<file path="src/common/usf_pkg.sv">
// Shared types and constants of the serial transceiver core
package usf_pkg;

    // ********************************************************
    // Mode word layout, bit 7 down to bit 0
    // ********************************************************
    typedef struct packed {
        logic [1:0] stop;     // Async stop bits, sync method in sync mode
        logic       even;     // Even parity when set
        logic       par_en;   // Parity bit present
        logic [1:0] len;      // 00..11 give 5..8 data bits
        logic [1:0] factor;   // 00 sync, 01 1x, 10 16x, 11 64x
    } usf_mode_t;

    // Command word layout, bit 7 down to bit 0
    typedef struct packed {
        logic enter_hunt_bit;
        logic internal_reset_bit;
        logic rts;
        logic error_reset_bit;
        logic send_break_bit;
        logic rx_ready_enable;
        logic dtr;
        logic tx_enable_bit;
    } usf_cmd_t;

    // Status byte layout, bit 7 down to bit 0
    typedef struct packed {
        logic dsr;
        logic sync_det;
        logic framing_error_flag;
        logic overrun_flag;
        logic parity_error_flag;
        logic tx_shifter_empty;
        logic rx_char_ready;
        logic tx_buffer_ready;
    } usf_status_t;

    // ********************************************************
    // Field codes and reset values
    // ********************************************************
    localparam logic [1:0] USF_FAC_SYNC  = 2'h0;
    localparam logic [1:0] USF_FAC_X1    = 2'h1;
    localparam logic [1:0] USF_FAC_X16   = 2'h2;
    localparam logic [1:0] USF_STOP_HALF = 2'h2;
    localparam logic [3:0] USF_LEN_BASE  = 4'h5;
    localparam logic [5:0] USF_TICKS_X1  = 6'h00;  // Ticks per bit, less one
    localparam logic [5:0] USF_TICKS_X16 = 6'h0F;
    localparam logic [5:0] USF_TICKS_X64 = 6'h3F;
    localparam logic [7:0] USF_MODE_RST  = 8'h00;
    localparam logic [7:0] USF_CMD_RST   = 8'h00;
    localparam int         USF_FIFO_W    = 8;
    localparam int         USF_FIFO_D    = 16;

    // Control-port sequencer states
    typedef enum logic [3:0] {
        USF_SEQ_MODE  = 4'h1,
        USF_SEQ_SYNC1 = 4'h2,
        USF_SEQ_SYNC2 = 4'h4,
        USF_SEQ_CMD   = 4'h8
    } usf_seq_t;

    // Receiver states
    typedef enum logic [2:0] {
        USF_RX_IDLE  = 3'h1,
        USF_RX_START = 3'h2,
        USF_RX_BITS  = 3'h4
    } usf_rx_t;

endpackage

</file>
<file path="src/hw/usf_core.sv">
// Serial transceiver core: control sequencer, framing, FIFO
`timescale 1ns/1ps

// ************************************************************
// Transmit FIFO
// ************************************************************
module usf_fifo #(
    parameter int W = 8,
    parameter int D = 16
) (
    // Clock and reset
    input  wire logic         i_clk,
    input  wire logic         i_rstn,
    input  wire logic         i_flush,
    // Filling side
    input  wire logic         i_valid,
    output logic              o_ready,
    input  wire logic [W-1:0] i_data,
    // Draining side
    output logic              o_valid,
    input  wire logic         i_ready,
    output logic      [W-1:0] o_data
);
    localparam int AW = $clog2(D);

    logic [W-1:0] mem [D];
    logic [AW-1:0] wp;
    logic [AW-1:0] rp;
    logic [AW:0]   cnt;
    logic          push;
    logic          pop;

    // Honest flags from the occupancy count
    assign o_ready = (cnt != (AW+1)'(D));
    assign o_valid = (cnt != '0);
    assign push    = i_valid & o_ready;
    assign pop     = o_valid & i_ready;
    assign o_data  = mem[rp];

    // Storage
    always_ff @(posedge i_clk) begin
        if (push) begin
            mem[wp] <= i_data;
        end
    end

    // Pointers and count
    always_ff @(posedge i_clk or negedge i_rstn) begin
        if (!i_rstn) begin
            wp  <= '0;
            rp  <= '0;
            cnt <= '0;
        end else if (i_flush) begin
            wp  <= '0;
            rp  <= '0;
            cnt <= '0;
        end else begin
            if (push) begin
                wp <= wp + 1'b1;
            end
            if (pop) begin
                rp <= rp + 1'b1;
            end
            cnt <= cnt + (AW+1)'(push) - (AW+1)'(pop);
        end
    end
endmodule

// ************************************************************
// Transceiver top
// ************************************************************
module usf_core (
    // Clock and reset
    input  wire logic        i_clk,
    input  wire logic        i_rstn,
    // Processor port
    input  wire logic        i_cs_n,
    input  wire logic        i_rd_n,
    input  wire logic        i_wr_n,
    input  wire logic        i_cd,
    input  wire logic [7:0]  i_data,
    output logic      [7:0]  o_data,
    output logic             o_data_oe,
    // Ready indications
    output logic             o_tx_buffer_ready,
    output logic             o_rx_char_ready,
    output logic             o_tx_shifter_empty,
    // Serial line and bit clocks
    input  wire logic        i_tx_bit_clock_n,
    input  wire logic        i_rx_bit_clock_n,
    input  wire logic        i_rxd,
    output logic             o_txd,
    // Modem control
    input  wire logic        i_cts_n,
    input  wire logic        i_dsr_n,
    output logic             o_dtr_n,
    output logic             o_rts_n
);
    import usf_pkg::*;

    // ********************************************************
    // Processor strobes
    // ********************************************************
    logic        wr_q;
    logic        rd_q;
    logic        wr_go;
    logic        rd_go;
    logic        ctl_wr;
    logic        dat_wr;
    logic        soft_rst;
    usf_seq_t    seq;
    usf_mode_t   mode;
    usf_cmd_t    cmd;
    usf_cmd_t    new_cmd;
    logic [7:0]  sync1;
    logic [7:0]  sync2;

    // One pulse at the start of each access
    always_ff @(posedge i_clk or negedge i_rstn) begin
        if (!i_rstn) begin
            wr_q <= 1'b0;
            rd_q <= 1'b0;
        end else begin
            wr_q <= ~i_cs_n & ~i_wr_n;
            rd_q <= ~i_cs_n & ~i_rd_n;
        end
    end

    assign wr_go    = ~i_cs_n & ~i_wr_n & ~wr_q;
    assign rd_go    = ~i_cs_n & ~i_rd_n & ~rd_q;
    assign ctl_wr   = wr_go & i_cd;
    assign dat_wr   = wr_go & ~i_cd;
    assign new_cmd  = usf_cmd_t'(i_data);
    assign soft_rst = ctl_wr & (seq == USF_SEQ_CMD)
                    & new_cmd.internal_reset_bit;

    // ********************************************************
    // Control-word sequencer
    // ********************************************************
    always_ff @(posedge i_clk or negedge i_rstn) begin
        if (!i_rstn) begin
            seq <= USF_SEQ_MODE;
        end else if (ctl_wr) begin
            case (seq)
                USF_SEQ_MODE: begin
                    if (i_data[1:0] == USF_FAC_SYNC) begin
                        seq <= USF_SEQ_SYNC1;
                    end else begin
                        seq <= USF_SEQ_CMD;
                    end
                end
                USF_SEQ_SYNC1: begin
                    if (mode.stop[1]) begin
                        seq <= USF_SEQ_CMD;
                    end else begin
                        seq <= USF_SEQ_SYNC2;
                    end
                end
                USF_SEQ_SYNC2: seq <= USF_SEQ_CMD;
                USF_SEQ_CMD: begin
                    if (new_cmd.internal_reset_bit) begin
                        seq <= USF_SEQ_MODE;
                    end
                end
                default: seq <= USF_SEQ_MODE;
            endcase
        end
    end

    // Mode word and sync characters
    always_ff @(posedge i_clk or negedge i_rstn) begin
        if (!i_rstn) begin
            mode  <= usf_mode_t'(USF_MODE_RST);
            sync1 <= 8'h00;
            sync2 <= 8'h00;
        end else if (ctl_wr) begin
            if (seq == USF_SEQ_MODE) begin
                mode <= usf_mode_t'(i_data);
            end
            if (seq == USF_SEQ_SYNC1) begin
                sync1 <= i_data;
            end
            if (seq == USF_SEQ_SYNC2) begin
                sync2 <= i_data;
            end
        end
    end

    // Command register; error reset and internal reset are not kept
    always_ff @(posedge i_clk or negedge i_rstn) begin
        if (!i_rstn) begin
            cmd <= usf_cmd_t'(USF_CMD_RST);
        end else if (soft_rst) begin
            cmd <= usf_cmd_t'(USF_CMD_RST);
        end else if (ctl_wr && seq == USF_SEQ_CMD) begin
            cmd <= new_cmd;
            cmd.error_reset_bit    <= 1'b0;
            cmd.internal_reset_bit <= 1'b0;
        end
    end

    // Modem outputs follow command bits
    assign o_dtr_n = ~cmd.dtr;
    assign o_rts_n = ~cmd.rts;

    // ********************************************************
    // Mode decoding
    // ********************************************************
    logic        async_m;
    logic [3:0]  nbits;
    logic [5:0]  fac_m1;
    logic [5:0]  half_m1;
    logic        half_stop;
    logic        two_stop;

    assign async_m = (mode.factor != USF_FAC_SYNC);
    assign nbits   = USF_LEN_BASE + {2'h0, mode.len};
    assign half_m1 = fac_m1 >> 1;
    assign half_stop = async_m & (mode.stop == USF_STOP_HALF);
    assign two_stop  = async_m & mode.stop[1];

    // Bit-clock pulses per bit, less one
    always_comb begin
        case (mode.factor)
            USF_FAC_X1:   fac_m1 = USF_TICKS_X1;
            USF_FAC_X16:  fac_m1 = USF_TICKS_X16;
            USF_FAC_SYNC: fac_m1 = USF_TICKS_X1;
            default:      fac_m1 = USF_TICKS_X64;
        endcase
    end

    // ********************************************************
    // Transmit path
    // ********************************************************
    logic        f_valid;
    logic        f_ready;
    logic [7:0]  f_data;
    logic        pop;
    logic        can_send;
    logic        txc_q;
    logic        tx_tick;
    logic        tx_busy;
    logic [11:0] tx_sr;
    logic [11:0] next_sr;
    logic [3:0]  tx_left;
    logic [3:0]  next_left;
    logic [5:0]  tx_cnt;
    logic        par;
    logic [3:0]  pos;

    usf_fifo #(
        .W (USF_FIFO_W),
        .D (USF_FIFO_D)
    ) u_fifo (
        .i_clk   (i_clk),
        .i_rstn  (i_rstn),
        .i_flush (soft_rst),
        .i_valid (dat_wr),
        .o_ready (f_ready),
        .i_data  (i_data),
        .o_valid (f_valid),
        .i_ready (pop),
        .o_data  (f_data)
    );

    assign can_send = cmd.tx_enable_bit & ~i_cts_n;
    // At one pulse per bit a load waits for a tick, so the start bit is whole
    assign pop      = f_valid & ~tx_busy & can_send
                    & (seq == USF_SEQ_CMD)
                    & (tx_tick | (fac_m1 != USF_TICKS_X1));
    assign tx_tick  = txc_q & ~i_tx_bit_clock_n;

    // Frame built LSB first: start, data, parity, stops in async mode; data and parity only in sync mode
    always_comb begin
        next_sr = 12'hFFF;
        pos     = async_m ? 4'h1 : 4'h0;
        par     = ^(f_data & ~(8'hFF << nbits)) ^ ~mode.even;
        next_sr[0] = ~async_m;
        for (int i = 0; i < 8; i++) begin
            if (4'(i) < nbits) begin
                next_sr[pos + 4'(i)] = f_data[i];
            end
        end
        if (mode.par_en) begin
            next_sr[pos + nbits] = par;
        end
        next_left = pos + nbits + {3'h0, mode.par_en}
                  + (async_m ? 4'h1 : 4'h0)
                  + {3'h0, two_stop};
    end

    always_ff @(posedge i_clk or negedge i_rstn) begin
        if (!i_rstn) begin
            txc_q <= 1'b1;
        end else begin
            txc_q <= i_tx_bit_clock_n;
        end
    end

    // Shifter: one bit per factor ticks, last half stop shortened except at 1x
    always_ff @(posedge i_clk or negedge i_rstn) begin
        if (!i_rstn) begin
            tx_busy <= 1'b0;
            tx_sr   <= 12'hFFF;
            tx_left <= 4'h0;
            tx_cnt  <= 6'h00;
        end else if (soft_rst) begin
            tx_busy <= 1'b0;
            tx_sr   <= 12'hFFF;
        end else if (pop) begin
            tx_busy <= 1'b1;
            tx_sr   <= next_sr;
            tx_left <= next_left;
            tx_cnt  <= fac_m1;
        end else if (tx_busy && tx_tick) begin
            if (tx_cnt != 6'h00) begin
                tx_cnt <= tx_cnt - 6'h01;
            end else begin
                tx_sr   <= {1'b1, tx_sr[11:1]};
                tx_left <= tx_left - 4'h1;
                if (tx_left == 4'h2 && half_stop) begin
                    tx_cnt <= half_m1;
                end else begin
                    tx_cnt <= fac_m1;
                end
                if (tx_left == 4'h1) begin
                    tx_busy <= 1'b0;
                end
            end
        end
    end

    // Line driver: break low, else frame bit, else mark
    always_ff @(posedge i_clk or negedge i_rstn) begin
        if (!i_rstn) begin
            o_txd <= 1'b1;
        end else if (cmd.send_break_bit) begin
            o_txd <= 1'b0;
        end else begin
            o_txd <= tx_busy ? tx_sr[0] : 1'b1;
        end
    end

    assign o_tx_shifter_empty = ~tx_busy;
    assign o_tx_buffer_ready  = f_ready & can_send
                              & (seq == USF_SEQ_CMD);

    // ********************************************************
    // Receive path
    // ********************************************************
    usf_rx_t     rx_st;
    logic        rxc_q;
    logic        rx_tick;
    logic        rxd_last;
    logic [5:0]  rx_cnt;
    logic [3:0]  rx_idx;
    logic [7:0]  rx_sh;
    logic        rx_par;
    logic        rx_done;
    logic        rx_stop_ok;
    logic        rx_par_bad;
    logic [7:0]  rx_buf;
    logic        rx_rdy;
    usf_status_t st;
    logic        pe_flag;
    logic        ov_flag;
    logic        fe_flag;

    assign rx_tick = ~rxc_q & i_rx_bit_clock_n;

    always_ff @(posedge i_clk or negedge i_rstn) begin
        if (!i_rstn) begin
            rxc_q <= 1'b1;
        end else begin
            rxc_q <= i_rx_bit_clock_n;
        end
    end

    // Start hunt, centre check, then centred bit samples
    always_ff @(posedge i_clk or negedge i_rstn) begin
        if (!i_rstn) begin
            rx_st      <= USF_RX_IDLE;
            rxd_last   <= 1'b1;
            rx_cnt     <= 6'h00;
            rx_idx     <= 4'h0;
            rx_sh      <= 8'h00;
            rx_par     <= 1'b0;
            rx_done    <= 1'b0;
            rx_stop_ok <= 1'b0;
        end else if (soft_rst || seq != USF_SEQ_CMD || !async_m) begin
            rx_st   <= USF_RX_IDLE;
            rx_done <= 1'b0;
        end else begin
            rx_done <= 1'b0;
            if (rx_tick) begin
                rxd_last <= i_rxd;
                case (rx_st)
                    USF_RX_IDLE: begin
                        if (rxd_last && !i_rxd) begin
                            rx_st  <= USF_RX_START;
                            rx_cnt <= half_m1;
                            // One pulse per bit: this sample is the centre
                            if (fac_m1 == USF_TICKS_X1) begin
                                rx_st  <= USF_RX_BITS;
                                rx_cnt <= fac_m1;
                                rx_idx <= 4'h0;
                                rx_sh  <= 8'h00;
                            end
                        end
                    end
                    USF_RX_START: begin
                        if (rx_cnt != 6'h00) begin
                            rx_cnt <= rx_cnt - 6'h01;
                        end else if (!i_rxd) begin
                            rx_st  <= USF_RX_BITS;
                            rx_cnt <= fac_m1;
                            rx_idx <= 4'h0;
                            rx_sh  <= 8'h00;
                        end else begin
                            rx_st <= USF_RX_IDLE;
                        end
                    end
                    USF_RX_BITS: begin
                        if (rx_cnt != 6'h00) begin
                            rx_cnt <= rx_cnt - 6'h01;
                        end else begin
                            rx_cnt <= fac_m1;
                            rx_idx <= rx_idx + 4'h1;
                            if (rx_idx < nbits) begin
                                rx_sh[rx_idx[2:0]] <= i_rxd;
                            end else if (mode.par_en
                                         && rx_idx == nbits) begin
                                rx_par <= i_rxd;
                            end else begin
                                rx_done    <= 1'b1;
                                rx_stop_ok <= i_rxd;
                                rx_st      <= USF_RX_IDLE;
                            end
                        end
                    end
                    default: rx_st <= USF_RX_IDLE;
                endcase
            end
        end
    end

    assign rx_par_bad = mode.par_en
                      & (^rx_sh ^ rx_par ^ ~mode.even);

    // Receive buffer and ready; a new character beats a read
    always_ff @(posedge i_clk or negedge i_rstn) begin
        if (!i_rstn) begin
            rx_buf <= 8'h00;
            rx_rdy <= 1'b0;
        end else if (soft_rst) begin
            rx_rdy <= 1'b0;
        end else if (rx_done && rx_stop_ok) begin
            rx_buf <= rx_sh;
            rx_rdy <= 1'b1;
        end else if (rd_go && !i_cd) begin
            rx_rdy <= 1'b0;
        end
    end

    // Error flags: set wins over the error reset bit
    always_ff @(posedge i_clk or negedge i_rstn) begin
        if (!i_rstn) begin
            pe_flag <= 1'b0;
            ov_flag <= 1'b0;
            fe_flag <= 1'b0;
        end else if (soft_rst) begin
            pe_flag <= 1'b0;
            ov_flag <= 1'b0;
            fe_flag <= 1'b0;
        end else begin
            if (ctl_wr && seq == USF_SEQ_CMD
                && new_cmd.error_reset_bit) begin
                pe_flag <= 1'b0;
                ov_flag <= 1'b0;
                fe_flag <= 1'b0;
            end
            if (rx_done && rx_par_bad) begin
                pe_flag <= 1'b1;
            end
            if (rx_done && !rx_stop_ok) begin
                fe_flag <= 1'b1;
            end
            if (rx_done && rx_stop_ok && rx_rdy
                && !(rd_go && !i_cd)) begin
                ov_flag <= 1'b1;
            end
        end
    end

    assign o_rx_char_ready = rx_rdy & cmd.rx_ready_enable;

    // ********************************************************
    // Read data and status
    // ********************************************************
    assign st.dsr              = ~i_dsr_n;
    assign st.sync_det         = 1'b0;
    assign st.framing_error_flag = fe_flag;
    assign st.overrun_flag       = ov_flag;
    assign st.parity_error_flag  = pe_flag;
    assign st.tx_shifter_empty = ~tx_busy;
    assign st.rx_char_ready    = rx_rdy;
    assign st.tx_buffer_ready  = f_ready;

    always_ff @(posedge i_clk or negedge i_rstn) begin
        if (!i_rstn) begin
            o_data <= 8'h00;
        end else if (rd_go) begin
            o_data <= i_cd ? 8'(st) : rx_buf;
        end
    end

    assign o_data_oe = rd_q & ~i_cs_n & ~i_rd_n;
endmodule

</file>
<file path="config.mk">
export PLATFORM = sky130hd
export DESIGN_NAME = usf_core
export DESIGN_NICKNAME = d
export VERILOG_FILES = /design/src/common/usf_pkg.sv /design/src/hw/usf_core.sv
export SDC_FILE = /design/constraint.sdc
export NUM_CORES = 1
export LEC_CHECK = 0
export BUFFER_PORTS_ARGS = -buffer_cell sky130_fd_sc_hd__buf_2
export CAP_MARGIN = 0
export CELL_PAD_IN_SITES_DETAIL_PLACEMENT = 1
export CELL_PAD_IN_SITES_GLOBAL_PLACEMENT = 1
export CORE_MARGIN = 2
export CORE_UTILIZATION = 30
export CTS_CLUSTER_DIAMETER = 50
export DETAILED_ROUTE_END_ITERATION = 12
export PLACE_DENSITY = 0.63
export SLEW_MARGIN = 10
export SYNTH_ARGS = -nofsm -noshare
export SYNTH_HDL_FRONTEND = slang
export SYNTH_SLANG_ARGS = --single-unit
</file>
<file path="constraint.sdc">
create_clock -name i_clk -period 8.9 [get_ports i_clk]
set_input_delay 0.89 -clock i_clk [delete_from_list [all_inputs] [get_ports i_clk]]
set_output_delay 0.89 -clock i_clk [all_outputs]
set_load 0.02 [all_outputs]
</file>
==> flow_metrics.env <==
export IMPL_status="completed"
export IMPL_n_fill_cell=3885
export IMPL_synth_top_family_by_area="simple AND/OR/NAND/NOR gates"
export IMPL_rows=70
export IMPL_area_growth_syn_to_layout_pct=13.1
export IMPL_port_buffers=33
export IMPL_firstDrtPassIters=4
export IMPL_drtIter0Drc=325
export IMPL_cts_repair_resized=0
export IMPL_wl_per_cell_um=18.9
export IMPL_yosysSeqAreaShare=0.585
export IMPL_initial_core_util=0.303
export IMPL_die_area_um2=38300
export IMPL_tightest_slew_ns=0.806
export IMPL_drive_gt1_frac=0.157
export IMPL_final_setup_viol_count=0
export IMPL_path_clk_slew_ns=0.06
export IMPL_hold_violations=0
export IMPL_worstSetupPathType="reg2reg"
export IMPL_grt_first_pass_wirelength_um=42700
export IMPL_pin_count=34
export IMPL_grt_overflow=0
export IMPL_switchingPower_w=0.00110
export IMPL_dpl_cell_area_um2=11600
export IMPL_numCtsBuffers=27
export IMPL_async_flop_share=0.446
export IMPL_syn_avg_cell_area_um2=12.5
export IMPL_clock_path_buffers=3
export IMPL_hpwl_um=18300
export IMPL_gr_usage_all_layers=0.141
export IMPL_intPower_w=0.00222
export IMPL_synth_xor_area_frac=0.0236
export IMPL_fin_hold_ws_ns=0.385
export IMPL_multiInputGateArea_um2=4230
export IMPL_maxCapViolCount=0
export IMPL_ys_ff_latch=231
export IMPL_fin_crit_sh=0.442
export IMPL_num_nets_final=965
export IMPL_synth_distinct_cells=70
export IMPL_p_comb_frac=0.268
export IMPL_cts_root_buf="clkbuf_16"
export IMPL_hold_buffers=0
export IMPL_arrival_ns=4.39
export IMPL_yosys_warnings=0
export IMPL_synth_edf_count=128
export IMPL_grt_pass1_vias=7398
export IMPL_grt_max_degree=57
export IMPL_core_um2=36300
export IMPL_switching_share=0.332
export IMPL_finalMaxSlewViolations=0
export IMPL_antenna_cells=0
export IMPL_synth_nets=931
export IMPL_vdd_drop_max_v=0.000149
export IMPL_post_route_util=0.343
export IMPL_synth_adder_area_share=0.0384
export IMPL_rsz0062_at_grt="no"
export IMPL_clk_insertion_delay_late_ns=0.54
export IMPL_ff_latch_area_um2=6440
export IMPL_critPathLaunchType="flip-flop"
export IMPL_die_h_um=196
export IMPL_fin_cells=1403
export IMPL_fmax_mhz=254
export IMPL_synth_compound_area_share=0.0874
export IMPL_wl_um=26500
export IMPL_drt_vias_per_instance=4.96
export IMPL_synth_area_um2=11000
export IMPL_crit_required_ns=9.35
export IMPL_cp_end_kind="flip-flop"
export IMPL_cts_tree="done"
export IMPL_fp_dieW_um=196
export IMPL_p_leak_nw=4.73
export IMPL_placedCellCount=1353
export IMPL_antenna_found_initial=0
export IMPL_p_clk_frac=0.311
export IMPL_cts_sink_count=231
export IMPL_finClkSkew_ns=0.0116
export IMPL_min_path_type="in2async"
export IMPL_fin_area_um2=12500
export IMPL_route_detailed_drc=0
export IMPL_synthCells=880
export IMPL_num_vias=6964
export IMPL_yosys_most_used_dff="edfxtp_1"
export IMPL_synth_mux_area_frac=0.113
export IMPL_maxSlewHeadroom=0.462
export IMPL_period_needed_ns=3.94
export IMPL_sequentialPowerShare=0.421
export IMPL_drt_antenna_violating_nets=0
export IMPL_cp_max_fo=20
export IMPL_yosys_area_share_simple=0.121
export IMPL_cts_htree_levels=1
export IMPL_powerDensity_nw_per_um2=266
export IMPL_gp_congestion=0.779
export IMPL_postCtsSetupBuffers=0
export IMPL_fin_tns_setup_ns=0
-- cells in the final DEF, fill, tap and decap left out, types with 6 or more instances in the layout --
cell       instances
a21oi_1           42
a31oi_1            8
and2_1            27
and3_1             6
buf_2             32
buf_4              8
clkbuf_16         27
clkinv_1           7
dfrtp_1           84
dfstp_2           18
edfxtp_1         128
ha_1              29
inv_1             37
mux2_1            18
mux2i_1           41
mux4_2            25
nand2_1           79
nand3_1           12
nor2_1            71
nor2b_1           12
nor3_1            19
nor3b_1            8
o21ai_0           25
o21ai_1           33
or3_1              6
xnor2_1           20
xor2_1             7
-- power groups by stage --
| stage | Combinational, W | Clock [W] | Sequential, W |
|---|---|---|---|
| 3_5_place_dp | 0.000896 | 0 | 0.00142 |
| 6_report | 0.000889 | 0.00103 | 0.00140 |
| 3_3_place_gp | 0.000883 | 0 | 0.00142 |
| 5_1_grt | 0.00100 | 0.00110 | 0.00142 |
| 4_1_cts | 0.000903 | 0.00106 | 0.00140 |
| 2_1_floorplan | 0.000677 | 0 | 0.00136 |
-- final timing paths --
path	startpoint	endpoint	slack, ns	depth (start not counted)
max	seq[1]	u_fifo.cnt[4]	4.96	15
min	i_rstn	rx_cnt[1]	0.39	1
max reg2reg	seq[1]	u_fifo.cnt[4]	4.96	15
min reg2reg	cmd[3]	o_txd	0.46	1
max in group asynchronous	i_rstn	fe_flag	7.30	2
min in group i_clk	cmd[3]	o_txd	0.46	1
-- worst max-delay path, cell delays in order (launching register included) --
cell and delay [ns]:
dfrtp_1 0.43, nor4b_1 0.36, buf_4 0.20, nand3b_1 0.12
or3_1 0.71, inv_2 0.43, ha_1 0.31, inv_1 0.06
ha_1 0.18, inv_1 0.08, fa_1 0.44, inv_1 0.07
a21oi_1 0.06, nor2_1 0.13, o21ai_0 0.10, a21oi_1 0.16
-- flip-flops by register name, indices dropped and copies added (netlist names), 5 cells and up --
| name | count |
|---|---|
| cmd | 5 |
| mode | 8 |
| o_data | 8 |
| rx_buf | 8 |
| rx_cnt | 6 |
| rx_sh | 8 |
| tx_cnt | 6 |
| tx_sr | 12 |
| u_fifo.cnt | 5 |
| u_fifo.mem | 128 |
-- synthesized netlist by cell type (all sizes together), types with 22 or more instances --
master | number | area share
a21oi | 42 | 0.019
and2 | 27 | 0.015
dfrtp | 85 | 0.19
edfxtp | 128 | 0.35
ha | 29 | 0.033
inv | 40 | 0.014
mux2 | 22 | 0.022
mux2i | 41 | 0.037
mux4 | 26 | 0.054
nand2 | 79 | 0.027
nor2 | 73 | 0.025
o21ai | 58 | 0.026
-- routing by layer --
| layer | track usage | share of wire | up-vias |
|---|---|---|---|
| li1 | - | - | 3275 |
| met1 | 0.195 | 0.47 | 3570 |
| met2 | 0.234 | 0.48 | 89 |
| met3 | 0.0230 | 0.038 | 30 |
| met4 | 0.0308 | 0.016 | 0 |
| met5 | 0 | 0 | - |
-- per-stage QoR --
| stage | power, W | setup slack, ns |
|---|---|---|
| after floorplan | 0.00204 | 5.50 |
| after global placement | 0.00230 | 5.05 |
| after detailed placement | 0.00232 | 4.92 |
| after CTS | 0.00337 | 5.00 |
| after global routing | 0.00352 | 4.63 |
| final | 0.00332 | 4.96 |
-- logic make-up (layout without fill, tap and decap cells) --
family          after synthesis  in the layout
compound gates              154            154
xor+xnor                     28             28
fa+ha+maj                    32             32
buf+inv                      77            132
flops                       231            231
mux                          89             89
simple gates                269            269
-- area by class of cell --
cell class | count | area share
Tap cell | 468 | 0.0470
Timing Repair Buffer | 40 | 0.0177
Sequential cell | 231 | 0.517
Multi-Input combinational cell | 572 | 0.339
Clock buffer | 33 | 0.0568
Clock inverter | 17 | 0.00924
Inverter | 42 | 0.0127
Power figures use the tool's default switching activity.
